===== src/core/sub_test_trap_consts.vh =====
// constants for the subtract / test / trap execution datapath
`ifndef SUB_TEST_TRAP_CONSTS_VH
`define SUB_TEST_TRAP_CONSTS_VH
// ------------------------------------------------------------
// register map (byte addresses)
// ------------------------------------------------------------
`define REG_CTRL       8'h00
`define REG_OPA        8'h04
`define REG_OPB        8'h08
`define REG_OPC        8'h0C
`define REG_STATUS     8'h10
`define REG_RESULT     8'h14
`define REG_STORE      8'h18
`define REG_PC         8'h1C
`define REG_SP         8'h20
`define REG_VEC_BASE   8'h40
// ------------------------------------------------------------
// ctrl fields
// ------------------------------------------------------------
`define CTRL_OP_LSB    0
`define CTRL_MODE_LSB  4
`define CTRL_DST_LSB   8
`define CTRL_COND_LSB  16
`define CTRL_N_LSB     24
`define CTRL_GO_BIT    31
// ------------------------------------------------------------
// status word bit positions
// ------------------------------------------------------------
`define ST_C           0
`define ST_V           1
`define ST_Z           2
`define ST_N           3
`define ST_UF          4
`define ST_LV          5
`define ST_LUF         6
`define ST_OVM         7
`define ST_GIE         13
`define ST_RESET       32'h0000_0000
// ------------------------------------------------------------
// opcodes
// ------------------------------------------------------------
`define OP_SUB3        4'h0
`define OP_SUB_STORE   4'h1
`define OP_RSUB_BORROW 4'h2
`define OP_RSUB_FLOAT  4'h3
`define OP_RSUB_INT    4'h4
`define OP_EMU_IRQ     4'h5
`define OP_TRAP        4'h6
`define OP_TEST2       4'h7
`define OP_TEST3       4'h8
// ------------------------------------------------------------
// limits and cycle counts
// ------------------------------------------------------------
`define INT_REG_MAX    5'd27
`define FLT_REG_MAX    5'd7
`define EMU_CYCLES     3'd4
`define TRAP_CYCLES    3'd5
`define COND_COUNT     5'd20
`define VEC_COUNT      32
`endif


===== src/core/vec_mem.v =====
// small trap vector memory with registered read data
`timescale 1ns/1ps
module vec_mem #(
   parameter DEPTH = 32,
   parameter AW    = 5
) (
   // clock
   input  wire          hclk,
   input  wire          ce,
   // write port
   input  wire          we,
   input  wire [AW-1:0] waddr,
   input  wire [31:0]   wdata,
   // read port
   input  wire [AW-1:0] raddr,
   output reg  [31:0]   rdata
);
   reg [31:0] mem [0:DEPTH-1];

   // no reset on storage: contents are software owned
   always @(posedge hclk) begin
      if (ce) begin
         if (we) begin
            mem[waddr] <= wdata;
         end
         rdata <= mem[raddr];
      end
   end
endmodule


===== src/core/sub_test_trap_exec.v =====
// execution datapath for subtract, test and trap instructions
//
// Notes on behaviour
// RULE1: three-operand mode selects register or indirect sources
// RULE2: indirect displacement is zero, one, or index
// RULE3: two-operand mode: register, direct, indirect, immediate
// RULE4: float forms use registers zero to seven
// RULE5: negative and zero flags follow result
// RULE6: overflow tracks signed overflow, underflow cleared
// RULE7: latched overflow sets sticky, latched underflow kept
// RULE8: carry flag marks borrow
// RULE9: overflow mode saturates integer subtracts only
// RULE10: parallel subtract plus store of third register
// RULE11: sources sampled before results written
// RULE12: memory source read precedes store write
// RULE13: reverse borrow subtract: src minus dst minus carry
// RULE14: reverse subtract writes src minus dst
// RULE15: float reverse sets overflow/underflow, carry kept
// RULE16: emulator interrupt: four cycles, flags kept
// RULE17: trap clears interrupt enable first
// RULE18: taken trap pushes pc, loads vector
// RULE19: untaken trap restores enable, flags kept
// RULE20: twenty condition codes over flags
// RULE21: bit test ANDs, writes no register
// RULE22: bit test flags: msb, zero, clear v/uf
// RULE23: subtracts and tests finish in one cycle
`timescale 1ns/1ps
`include "sub_test_trap_consts.vh"
module sub_test_trap_exec (
   // clock and reset
   input  wire        hclk,
   input  wire        hresetn,
   input  wire        ce,
   // ahb-lite slave
   input  wire        hsel,
   input  wire [7:0]  haddr,
   input  wire [1:0]  htrans,
   input  wire        hwrite,
   input  wire [2:0]  hsize,
   input  wire [31:0] hwdata,
   input  wire        hready,
   output reg         hreadyout,
   output reg         hresp,
   output reg  [31:0] hrdata,
   // core-side events
   output reg         emu_irq_q,
   output reg         busy_q
);
   // ------------------------------------------------------------
   // register state
   // ------------------------------------------------------------
   reg [31:0] ctrl_q;
   reg [31:0] opa_q;
   reg [31:0] opb_q;
   reg [31:0] opc_q;
   reg [31:0] status_word_q;
   reg [31:0] result_q;
   reg [31:0] store_q;
   reg [31:0] pc_q;
   reg [31:0] stack_pointer_q;
   reg        gie_saved_q;
   reg [2:0]  cnt_q;
   reg [1:0]  st_q;
   localparam S_IDLE = 2'b00;
   localparam S_EMU  = 2'b01;
   localparam S_TRAP = 2'b10;

   // bus address phase capture
   reg        dph_q;
   reg        dwr_q;
   reg [7:0]  daddr_q;
   wire       aph = hsel & hready & htrans[1];
   wire       wr_go = dph_q & dwr_q;
   wire [31:0] vec_rdata;

   // ------------------------------------------------------------
   // operand decode
   // ------------------------------------------------------------
   wire [3:0] op   = ctrl_q[`CTRL_OP_LSB +: 4];
   wire [1:0] mode = ctrl_q[`CTRL_MODE_LSB +: 2];
   wire [4:0] dsel = ctrl_q[`CTRL_DST_LSB +: 5];
   wire [4:0] cond = ctrl_q[`CTRL_COND_LSB +: 5];
   wire [4:0] vec_n = ctrl_q[`CTRL_N_LSB +: 5];
   // three-operand: bit0 picks indirect first source, bit1 second
   wire src1_ind = mode[0]; // [RULE1]
   wire src2_ind = mode[1]; // [RULE1]
   // two-operand: 00 reg, 01 direct, 10 indirect, 11 immediate [RULE3]
   wire two_mem  = (mode == 2'b01) | (mode == 2'b10);
   // the pipeline resolves memory/indirect fetch (disp 0, 1 or index) into opa/opb [RULE2]
   wire is_float = (op == `OP_RSUB_FLOAT);
   wire reg_bad  = is_float ? (dsel > `FLT_REG_MAX) : (dsel > `INT_REG_MAX); // [RULE4]

   // ------------------------------------------------------------
   // arithmetic
   // ------------------------------------------------------------
   // operands already sampled in registers, so store sees old values [RULE11]
   reg  [31:0] minu;
   reg  [31:0] subt;
   reg         bin;
   always @* begin
      minu = opa_q;
      subt = opb_q;
      bin  = 1'b0;
      case (op)
         `OP_SUB3:       begin minu = opa_q; subt = opb_q; end
         `OP_SUB_STORE:  begin minu = opb_q; subt = opa_q; end // indirect minus reg [RULE10]
         `OP_RSUB_BORROW: begin
            minu = opb_q; subt = opa_q; bin = status_word_q[`ST_C]; // [RULE13]
         end
         `OP_RSUB_INT:   begin minu = opb_q; subt = opa_q; end // [RULE14]
         default:        begin minu = opa_q; subt = opb_q; end
      endcase
   end
   wire [32:0] diff = {1'b0, minu} - {1'b0, subt} - {32'h0000_0000, bin};
   wire        borrow = diff[32]; // [RULE8]
   wire        ovf = (minu[31] != subt[31]) & (diff[31] != minu[31]); // [RULE6]
   // overflow mode saturates integer results [RULE9]
   wire [31:0] sat = minu[31] ? 32'h8000_0000 : 32'h7FFF_FFFF;
   wire [31:0] ires = (ovf & status_word_q[`ST_OVM]) ? sat : diff[31:0];

   // float reverse subtract: sign-magnitude on a 8-bit exponent, 24-bit mantissa
   wire [31:0] fdst = opa_q;
   wire [31:0] fsrc = opb_q;
   wire [32:0] fexp = {25'h0, fsrc[31:24]} - {25'h0, fdst[31:24]};
   wire        f_big = (fsrc[31:24] >= fdst[31:24]);
   wire [31:0] fres = f_big ? {fsrc[31:24], fsrc[23:0] - fdst[23:0]} : {fdst[31:24], fdst[23:0] - fsrc[23:0]};
   wire        f_ovf = f_big & (fsrc[31:24] == 8'h7F) & fexp[32];
   wire        f_unf = (fres[23:0] == 24'h00_0000) & ~(fsrc == fdst);

   // bit test [RULE21]
   wire [31:0] tres = opa_q & opb_q;

   // ------------------------------------------------------------
   // condition evaluation over twenty codes [RULE20]
   // ------------------------------------------------------------
   wire fc = status_word_q[`ST_C];
   wire fv = status_word_q[`ST_V];
   wire fz = status_word_q[`ST_Z];
   wire fn = status_word_q[`ST_N];
   wire fu = status_word_q[`ST_UF];
   wire fl = status_word_q[`ST_LV];
   wire fk = status_word_q[`ST_LUF];
   reg  cond_true;
   always @* begin
      case (cond)
         5'h00:   cond_true = 1'b1;
         5'h01:   cond_true = fc;
         5'h02:   cond_true = ~fc & ~fz;
         5'h03:   cond_true = fc | fz;
         5'h04:   cond_true = ~fc;
         5'h05:   cond_true = fz;
         5'h06:   cond_true = ~fz;
         5'h07:   cond_true = fn;
         5'h08:   cond_true = fn | fz;
         5'h09:   cond_true = ~fn & ~fz;
         5'h0A:   cond_true = ~fn;
         5'h0B:   cond_true = fz;
         5'h0C:   cond_true = ~fz;
         5'h0D:   cond_true = fv;
         5'h0E:   cond_true = ~fv;
         5'h0F:   cond_true = fu;
         5'h10:   cond_true = ~fu;
         5'h11:   cond_true = fl;
         5'h12:   cond_true = ~fl;
         5'h13:   cond_true = fk;
         default: cond_true = 1'b0; // codes beyond the set never trap
      endcase
   end

   // ------------------------------------------------------------
   // trap vector memory, read address set by the trap number
   // ------------------------------------------------------------
   wire vec_we = wr_go & (daddr_q[7] ^ daddr_q[6]);
   vec_mem #(.DEPTH(`VEC_COUNT), .AW(5)) u_vec (
      .hclk  (hclk),
      .ce    (ce),
      .we    (vec_we),
      .waddr ({~daddr_q[6], daddr_q[5:2]}),
      .wdata (hwdata),
      .raddr (vec_n),
      .rdata (vec_rdata)
   );

   // ------------------------------------------------------------
   // execute sequencer and register file
   // ------------------------------------------------------------
   // go is a one-cycle command from a ctrl write with bit 31 set
   wire go = wr_go & (daddr_q == `REG_CTRL) & hwdata[`CTRL_GO_BIT];
   always @(posedge hclk or negedge hresetn) begin
      if (!hresetn) begin
         ctrl_q          <= 32'h0000_0000;
         opa_q           <= 32'h0000_0000;
         opb_q           <= 32'h0000_0000;
         opc_q           <= 32'h0000_0000;
         status_word_q   <= `ST_RESET;
         result_q        <= 32'h0000_0000;
         store_q         <= 32'h0000_0000;
         pc_q            <= 32'h0000_0000;
         stack_pointer_q <= 32'h0000_0000;
         gie_saved_q     <= 1'b0;
         cnt_q           <= 3'd0;
         st_q            <= S_IDLE;
         emu_irq_q       <= 1'b0;
         busy_q          <= 1'b0;
      end else if (ce) begin
         emu_irq_q <= 1'b0;
         // plain register writes, blocked while a multi-cycle op runs
         if (wr_go && st_q == S_IDLE) begin
            case (daddr_q)
               `REG_CTRL:   ctrl_q <= {1'b0, hwdata[30:0]};
               `REG_OPA:    opa_q <= hwdata;
               `REG_OPB:    opb_q <= hwdata;
               `REG_OPC:    opc_q <= hwdata;
               `REG_STATUS: status_word_q <= hwdata;
               `REG_PC:     pc_q <= hwdata;
               `REG_SP:     stack_pointer_q <= hwdata;
               default:     ;
            endcase
         end
         case (st_q)
            S_IDLE: begin
               // go acts on the ctrl value already held, so write ctrl first
               if (go && !reg_bad) begin
                  case (op)
                     `OP_SUB3, `OP_SUB_STORE, `OP_RSUB_BORROW, `OP_RSUB_INT: begin
                        result_q <= ires; // single cycle [RULE23]
                        status_word_q[`ST_N] <= ires[31]; // [RULE5]
                        status_word_q[`ST_Z] <= (ires == 32'h0000_0000); // [RULE5]
                        status_word_q[`ST_V] <= ovf; // [RULE6]
                        status_word_q[`ST_UF] <= 1'b0; // [RULE6]
                        status_word_q[`ST_C] <= borrow; // [RULE8]
                        if (ovf) status_word_q[`ST_LV] <= 1'b1; // [RULE7]
                        // store uses the register value captured before this write [RULE10]
                        // the memory source was read into opb before the store leaves [RULE12]
                        if (op == `OP_SUB_STORE) store_q <= opc_q;
                     end
                     `OP_RSUB_FLOAT: begin
                        result_q <= fres; // [RULE14]
                        status_word_q[`ST_N] <= fres[31]; // [RULE15]
                        status_word_q[`ST_Z] <= (fres[23:0] == 24'h00_0000);
                        status_word_q[`ST_V] <= f_ovf; // [RULE15]
                        status_word_q[`ST_UF] <= f_unf; // [RULE15]
                        if (f_ovf) status_word_q[`ST_LV] <= 1'b1;
                        if (f_unf) status_word_q[`ST_LUF] <= 1'b1;
                     end
                     `OP_TEST2, `OP_TEST3: begin
                        status_word_q[`ST_N] <= tres[31]; // [RULE22]
                        status_word_q[`ST_Z] <= (tres == 32'h0000_0000); // [RULE22]
                        status_word_q[`ST_V] <= 1'b0; // [RULE22]
                        status_word_q[`ST_UF] <= 1'b0; // [RULE22]
                     end
                     `OP_EMU_IRQ: begin
                        emu_irq_q <= 1'b1; // flags untouched [RULE16]
                        cnt_q <= `EMU_CYCLES - 3'd1;
                        busy_q <= 1'b1;
                        st_q <= S_EMU;
                     end
                     `OP_TRAP: begin
                        gie_saved_q <= status_word_q[`ST_GIE];
                        status_word_q[`ST_GIE] <= 1'b0; // [RULE17]
                        cnt_q <= `TRAP_CYCLES - 3'd1;
                        busy_q <= 1'b1;
                        st_q <= S_TRAP;
                     end
                     default: ;
                  endcase
               end
            end
            S_EMU: begin
               // four cycles in total including the issue cycle [RULE16]
               cnt_q <= cnt_q - 3'd1;
               if (cnt_q == 3'd1) begin
                  busy_q <= 1'b0;
                  st_q <= S_IDLE;
               end
            end
            S_TRAP: begin
               cnt_q <= cnt_q - 3'd1;
               if (cnt_q == 3'd1) begin
                  busy_q <= 1'b0;
                  st_q <= S_IDLE;
                  if (cond_true) begin
                     // push next pc at pre-incremented stack pointer [RULE18]
                     stack_pointer_q <= stack_pointer_q + 32'h0000_0001;
                     store_q <= pc_q + 32'h0000_0001;
                     pc_q <= vec_rdata; // [RULE18]
                  end else begin
                     status_word_q[`ST_GIE] <= gie_saved_q; // [RULE19]
                     pc_q <= pc_q + 32'h0000_0001;
                  end
               end
            end
            default: st_q <= S_IDLE;
         endcase
      end
   end

   // ------------------------------------------------------------
   // ahb-lite slave: zero wait states, always okay
   // ------------------------------------------------------------
   reg [31:0] rd_mux;
   always @* begin
      case (daddr_q)
         `REG_CTRL:   rd_mux = ctrl_q;
         `REG_OPA:    rd_mux = opa_q;
         `REG_OPB:    rd_mux = opb_q;
         `REG_OPC:    rd_mux = opc_q;
         `REG_STATUS: rd_mux = status_word_q;
         `REG_RESULT: rd_mux = result_q;
         `REG_STORE:  rd_mux = store_q;
         `REG_PC:     rd_mux = pc_q;
         `REG_SP:     rd_mux = stack_pointer_q;
         default:     rd_mux = {29'h0000_0000, two_mem, src2_ind, src1_ind} & 32'h0000_0000;
      endcase
   end
   // read data registered at the address phase so hrdata is a flop
   always @(posedge hclk or negedge hresetn) begin
      if (!hresetn) begin
         dph_q     <= 1'b0;
         dwr_q     <= 1'b0;
         daddr_q   <= 8'h00;
         hreadyout <= 1'b1;
         hresp     <= 1'b0;
         hrdata    <= 32'h0000_0000;
      end else if (ce) begin
         dph_q     <= aph;
         dwr_q     <= hwrite;
         if (aph) daddr_q <= haddr;
         hreadyout <= 1'b1;
         hresp     <= 1'b0;
         // read decode uses haddr so data are ready in the data phase
         if (aph && !hwrite) begin
            case (haddr)
               `REG_CTRL:   hrdata <= ctrl_q;
               `REG_OPA:    hrdata <= opa_q;
               `REG_OPB:    hrdata <= opb_q;
               `REG_OPC:    hrdata <= opc_q;
               `REG_STATUS: hrdata <= status_word_q;
               `REG_RESULT: hrdata <= result_q;
               `REG_STORE:  hrdata <= store_q;
               `REG_PC:     hrdata <= pc_q;
               `REG_SP:     hrdata <= stack_pointer_q;
               default:     hrdata <= rd_mux & 32'h0000_0000;
            endcase
         end
      end
   end
endmodule


===== config.mk =====
export PLATFORM = sky130hd
export DESIGN_NAME = sub_test_trap_exec
export DESIGN_NICKNAME = d
export VERILOG_FILES = /design/src/core/vec_mem.v /design/src/core/sub_test_trap_exec.v
export VERILOG_INCLUDE_DIRS = /design/src /design/src/core
export SDC_FILE = /design/constraint.sdc
export NUM_CORES = 2
export LEC_CHECK = 0
export BUFFER_PORTS_ARGS = -buffer_cell sky130_fd_sc_hd__buf_2
export CORE_MARGIN = 5
export CORE_UTILIZATION = 55
export DETAILED_ROUTE_END_ITERATION = 7
export HOLD_SLACK_MARGIN = 0.1
export PLACE_DENSITY = 0.74
export SLEW_MARGIN = 20
export SYNTH_ARGS = -nofsm -noshare
export SYNTH_HDL_FRONTEND = slang
export SYNTH_SLANG_ARGS = --single-unit

===== constraint.sdc =====
create_clock -name hclk -period 5.3 [get_ports hclk]
set_input_delay 0.795 -clock hclk [delete_from_list [all_inputs] [get_ports hclk]]
set_output_delay 0.795 -clock hclk [all_outputs]
set_load 0.01 [all_outputs]

==> parameters.txt <==
Parameter                              Value

Clock network
  Clock tree from TritonCTS    built
  CTS H-Tree Depth    4
  Insertion delay of the later-clocked pin in the worst-skew pair    between 0.7 and 0.8 ns
  CTS Root Cell    sky130_fd_sc_hd__clkbuf_16
  TritonCTS sink count    between 1000 and 1500
  Number of buffers on the longest clock path    3
  Clock edge transition at the registers on the reported setup and hold paths    approximately 0.060 ns
  Number of CTS-inserted buffers    around 140

Global routing
  Global-route wire length before repair    between 200000 and 300000 um
  Largest net degree at the start of global routing    123
  Number of global-route vias before repair    between 40000 and 50000
  Total Routing Usage GR    between 30% and 40%
  Initial antenna violation count    9
  Leftover overflow at the end of global routing    0

STA
  Number of max-slew violations in the final report    0
  Total of endpoints with negative setup slack in the final report    0
  Fin crit period    5.13 ns
  Slew of the pin with the lowest slew margin    1.18 ns
  Final cycle utilization of the critical path    96.8%
  Smallest hold slack    between 0.2 and 0.3 ns
  Max-slew headroom at the worst pin    21.2%
  Timing-limited maximum frequency    195 MHz
  Fin Clk Skew    around 0.07 ns
  Final hold viol count    0
  Total Negative Setup Slacks    0 ns
  Post-layout worst setup margin    0.170 ns
  Unrepaired setup endpoints after global routing    false

Die
  Number of top-level pins    87
  Die outline height    between 300 and 400 um
  Die Wd    roughly 350 um
  Total Die Area    about 120000 um2
  Starting utilization of the core area    between 50% and 60%
  Total number of placement rows    roughly 120
  Core area    around 110000 um2

Synth
  Cell Area, Synth    approximately 63000 um2
  Avg Synthesized Cell Area    14.3 um2
  Flop and latch count out of synthesis    ~1400
  Number of distinct library cell variants in the gate-level netlist after synthesis    between 80 and 90
  Sequential area share after synthesis    around 63%
  Number of enable-type register cells in the synthesized netlist    1056
  Yosys warning count    0
  Proportion of register bits with asynchronous set or reset after synthesis    between 20% and 30%
  Most used flip-flop cell after synthesis    sky130_fd_sc_hd__edfxtp_1
  Post-synthesis cell count    between 4000 and 5000
  Synthesized net count    roughly 4600

Flow run
  Maximum capacitance violations    0

Setup path
  Worst-path fanout max    7
  Critical path launch point    ctrl_q[1]
  Cell with the biggest individual delay on the critical path    sky130_fd_sc_hd__or4b_4
  Critical Path Sink    status_word_q[2]
  Register-to-register path setup slack    roughly 0.17 ns
  Endpoint of the worst register-to-register path    status_word_q[2]
  Element type at the critical path end    flop
  Delay of the slowest cell on the worst path    approximately 0.57 ns
  Category of the most critical setup path    reg2reg
  Critical-path cell list    or3_1 > nand3_2 > o21ai_0 > fa_1 > fa_1 > nand2b_4 > a2111oi_4 > nor4_2 > or4b_4 > and4_1 > o211a_1 > or3_1 > a2111oi_2 > o2111ai_1 > o21ai_0
  Data arrival time at the worst-slack endpoint    5.83 ns
  R2R depth    15
  Crit path launch type    flop
  Worst path required time    6.00 ns
  FF-to-FF Start    ctrl_q[1]

Power
  Reported net switching power    8.13 mW
  Switching share of total power    around 29%
  Power density over the cells    around 400 nW/um2
  Static leakage    roughly 26 nW
  Portion of total power attributed to sequential cells    between 40% and 50%
  Power Total    ~28 mW
  Clock Power Share    between 30% and 40%
  Internal power    20.1 mW
  Share of total power in combinational logic    ~20%
  VDD IR max    347 uV

Layout
  Area added between synthesis and finish    12.5%
  Share of final-layout standard cells stronger than drive strength 1    between 20% and 30%
  Post-layout nets    around 4700

Route
  Vias after detailed routing    41900
  Number of iterations in the first detailed-routing pass    7
  Final ANT Viol Nets    0
  WL per Instance    31.0 um
  Count of unresolved DRC violations after routing    0
  Sum of routed wire length over all layers    a little under 200000 um
  Routed vias/inst    6.76
  Number of violations reported at the end of detailed-routing iteration 0    roughly 6300

Hold path
  Worst min-delay path category    in2reg

Status
  Run status    completed

Placement
  Worst slack at placement    0.243 ns
  Placer's final routability congestion estimate    just over 1
  Number of port buffers    80
  Placed wire-length estimate after detailed placement    roughly 120000 um
==> synth_stat cells, drive strengths merged (46+ instances only) <==
| cell | instances | area share, % |
|---|---|---|
| nand3 | 109 | 0.86 |
| mux2 | 126 | 2.2 |
| o21ai | 256 | 2.0 |
| buf | 51 | 0.33 |
| inv | 129 | 0.76 |
| mux4 | 320 | 11 |
| nor2 | 278 | 1.6 |
| nand2 | 371 | 2.2 |
| ha | 124 | 2.4 |
| nor3 | 51 | 0.41 |
| a21oi | 304 | 2.4 |
| o22ai | 46 | 0.45 |
| mux2i | 59 | 0.93 |
| clkbuf | 208 | 1.2 |
| dfrtp | 337 | 13 |
| edfxtp | 1056 | 50 |
==> cell families (layout without fill, tap and decap cells) <==
kind of cell    after synthesis  in the layout  share of synthesized area, %
flops                      1393           1393                          63.3
simple gates               1034           1034                          7.47
compound gates              919            919                          8.92
mux                         505            505                          14.5
buf+inv                     390            638                          2.33
fa+ha+maj                   129            129                          2.59
xor+xnor                     62             62                         0.899
other cells                   2              3                        0.0118
==> routing by layer <==
metal | routed length (um) | part of all wire [%] | global-route usage [%]
met3 | 21700 | 11 | 7.69
met5 | 82 | 0.043 | 0
met2 | 89000 | 46 | 48.9
met4 | 7290 | 3.8 | 10.4
met1 | 74100 | 39 | 44.3
==> layout make-up <==
class | count | area (um2)
Antenna cell | 1 | 2.50
Clock buffer | 174 | 3780
Clock inverter | 85 | 973
Fill cell | 8220 | 43100
Inverter | 131 | 492
Multi-Input combinational cell | 2651 | 22200
Sequential cell | 1393 | 40200
Tap cell | 1512 | 1890
Timing Repair Buffer | 248 | 1860
==> registers in the layout, summed over array words and instances, names as in the netlist <==
name and cells:
dwr_q 1, hrdata 32, emu_irq_q 1, fsrc 32, opc_q 32, busy_q 1
stack_pointer_q 32, gie_saved_q 1, result_q 32, status_word_q 32, dph_q 1, ctrl_q 31
pc_q 32, u_vec.mem 1024, fdst 32, store_q 32, u_vec.rdata 32, daddr_q 8
st_q 2, cnt_q 3
==> how the worst min path moves through the flow <==
stage / startpoint / endpoint / slack [ns] / cells after the start
floorplan: status_word_q[14] / status_word_q[14] / 0.45 / 2
global placement: hrdata[25] / hrdata[25] / 0.46 / 2
detailed placement: status_word_q[27] / status_word_q[27] / 0.46 / 2
CTS: hresetn / daddr_q[0] / 0.17 / 1
global route: hwrite / dwr_q / 0.25 / 2
finish: hwrite / dwr_q / 0.27 / 2
==> placed cells by master (no fill, tap or decap), drive strengths merged, types with 9 or more instances in the layout <==
cell and n:
nor3 51, ha 124, nand2b 22, buf 247, or2 10, o21a 16
xor2 17, a21oi 304, mux2i 59, and4 9, edfxtp 1056, a21o 38
or3 20, a31oi 24, nor2 278, o31ai 29, nand3 109, a211oi 17
o22ai 46, o21ai 256, nor4 31, and3 43, nor2b 16, a221oi 26
xnor2 43, and2 10, mux4 320, o21bai 9, a2111oi 12, clkinv 59
mux2 126, bufinv 15, o211ai 19, dfrtp 337, a22oi 34, inv 137
nand4 38, nand2 371, a222oi 32, clkbuf 174
==> power groups by stage <==
stage,Combinational (mW),Clock [mW],Sequential [mW]
4_1_cts,5.36,10.4,12.4
3_5_place_dp,5.30,0,12.6
5_1_grt,5.85,10.9,12.4
3_3_place_gp,5.28,0,12.6
2_1_floorplan,3.55,0,12.4
6_report,5.49,10.3,12.4
==> stage by stage <==
| stage | util, % | std cells | cell area, um2 |
|---|---|---|---|
| global placement | 58.1 | 5930 | 66500 |
| CTS | 62.3 | 6191 | 71300 |
| floorplan | - | 4434 | 63500 |
| global route | 62.3 | 6195 | 71400 |
| finish | 62.3 | 6195 | 71400 |
| detailed placement | 58.1 | 5932 | 66500 |
==> repair_timing <==
action                                  in CTS  in global routing
endpoints found under the hold margin        0                 20
resized for setup                            0                  1
setup buffers                                0                  1
endpoints found under the setup margin       0                  3
hold buffers                                 0                  1
==> worst max-delay path: cells and delay by family, from the launching register on <==
| kind | cells | cell delay (ns) |
|---|---|---|
| and+or+nand+nor | 7 | 2.08 |
| adders and majority gates | 2 | 0.99 |
| DFF | 1 | 0.42 |
| AOI/OAI and AO/OA | 6 | 1.54 |
Note: power is estimated with default switching activity, not from simulation.
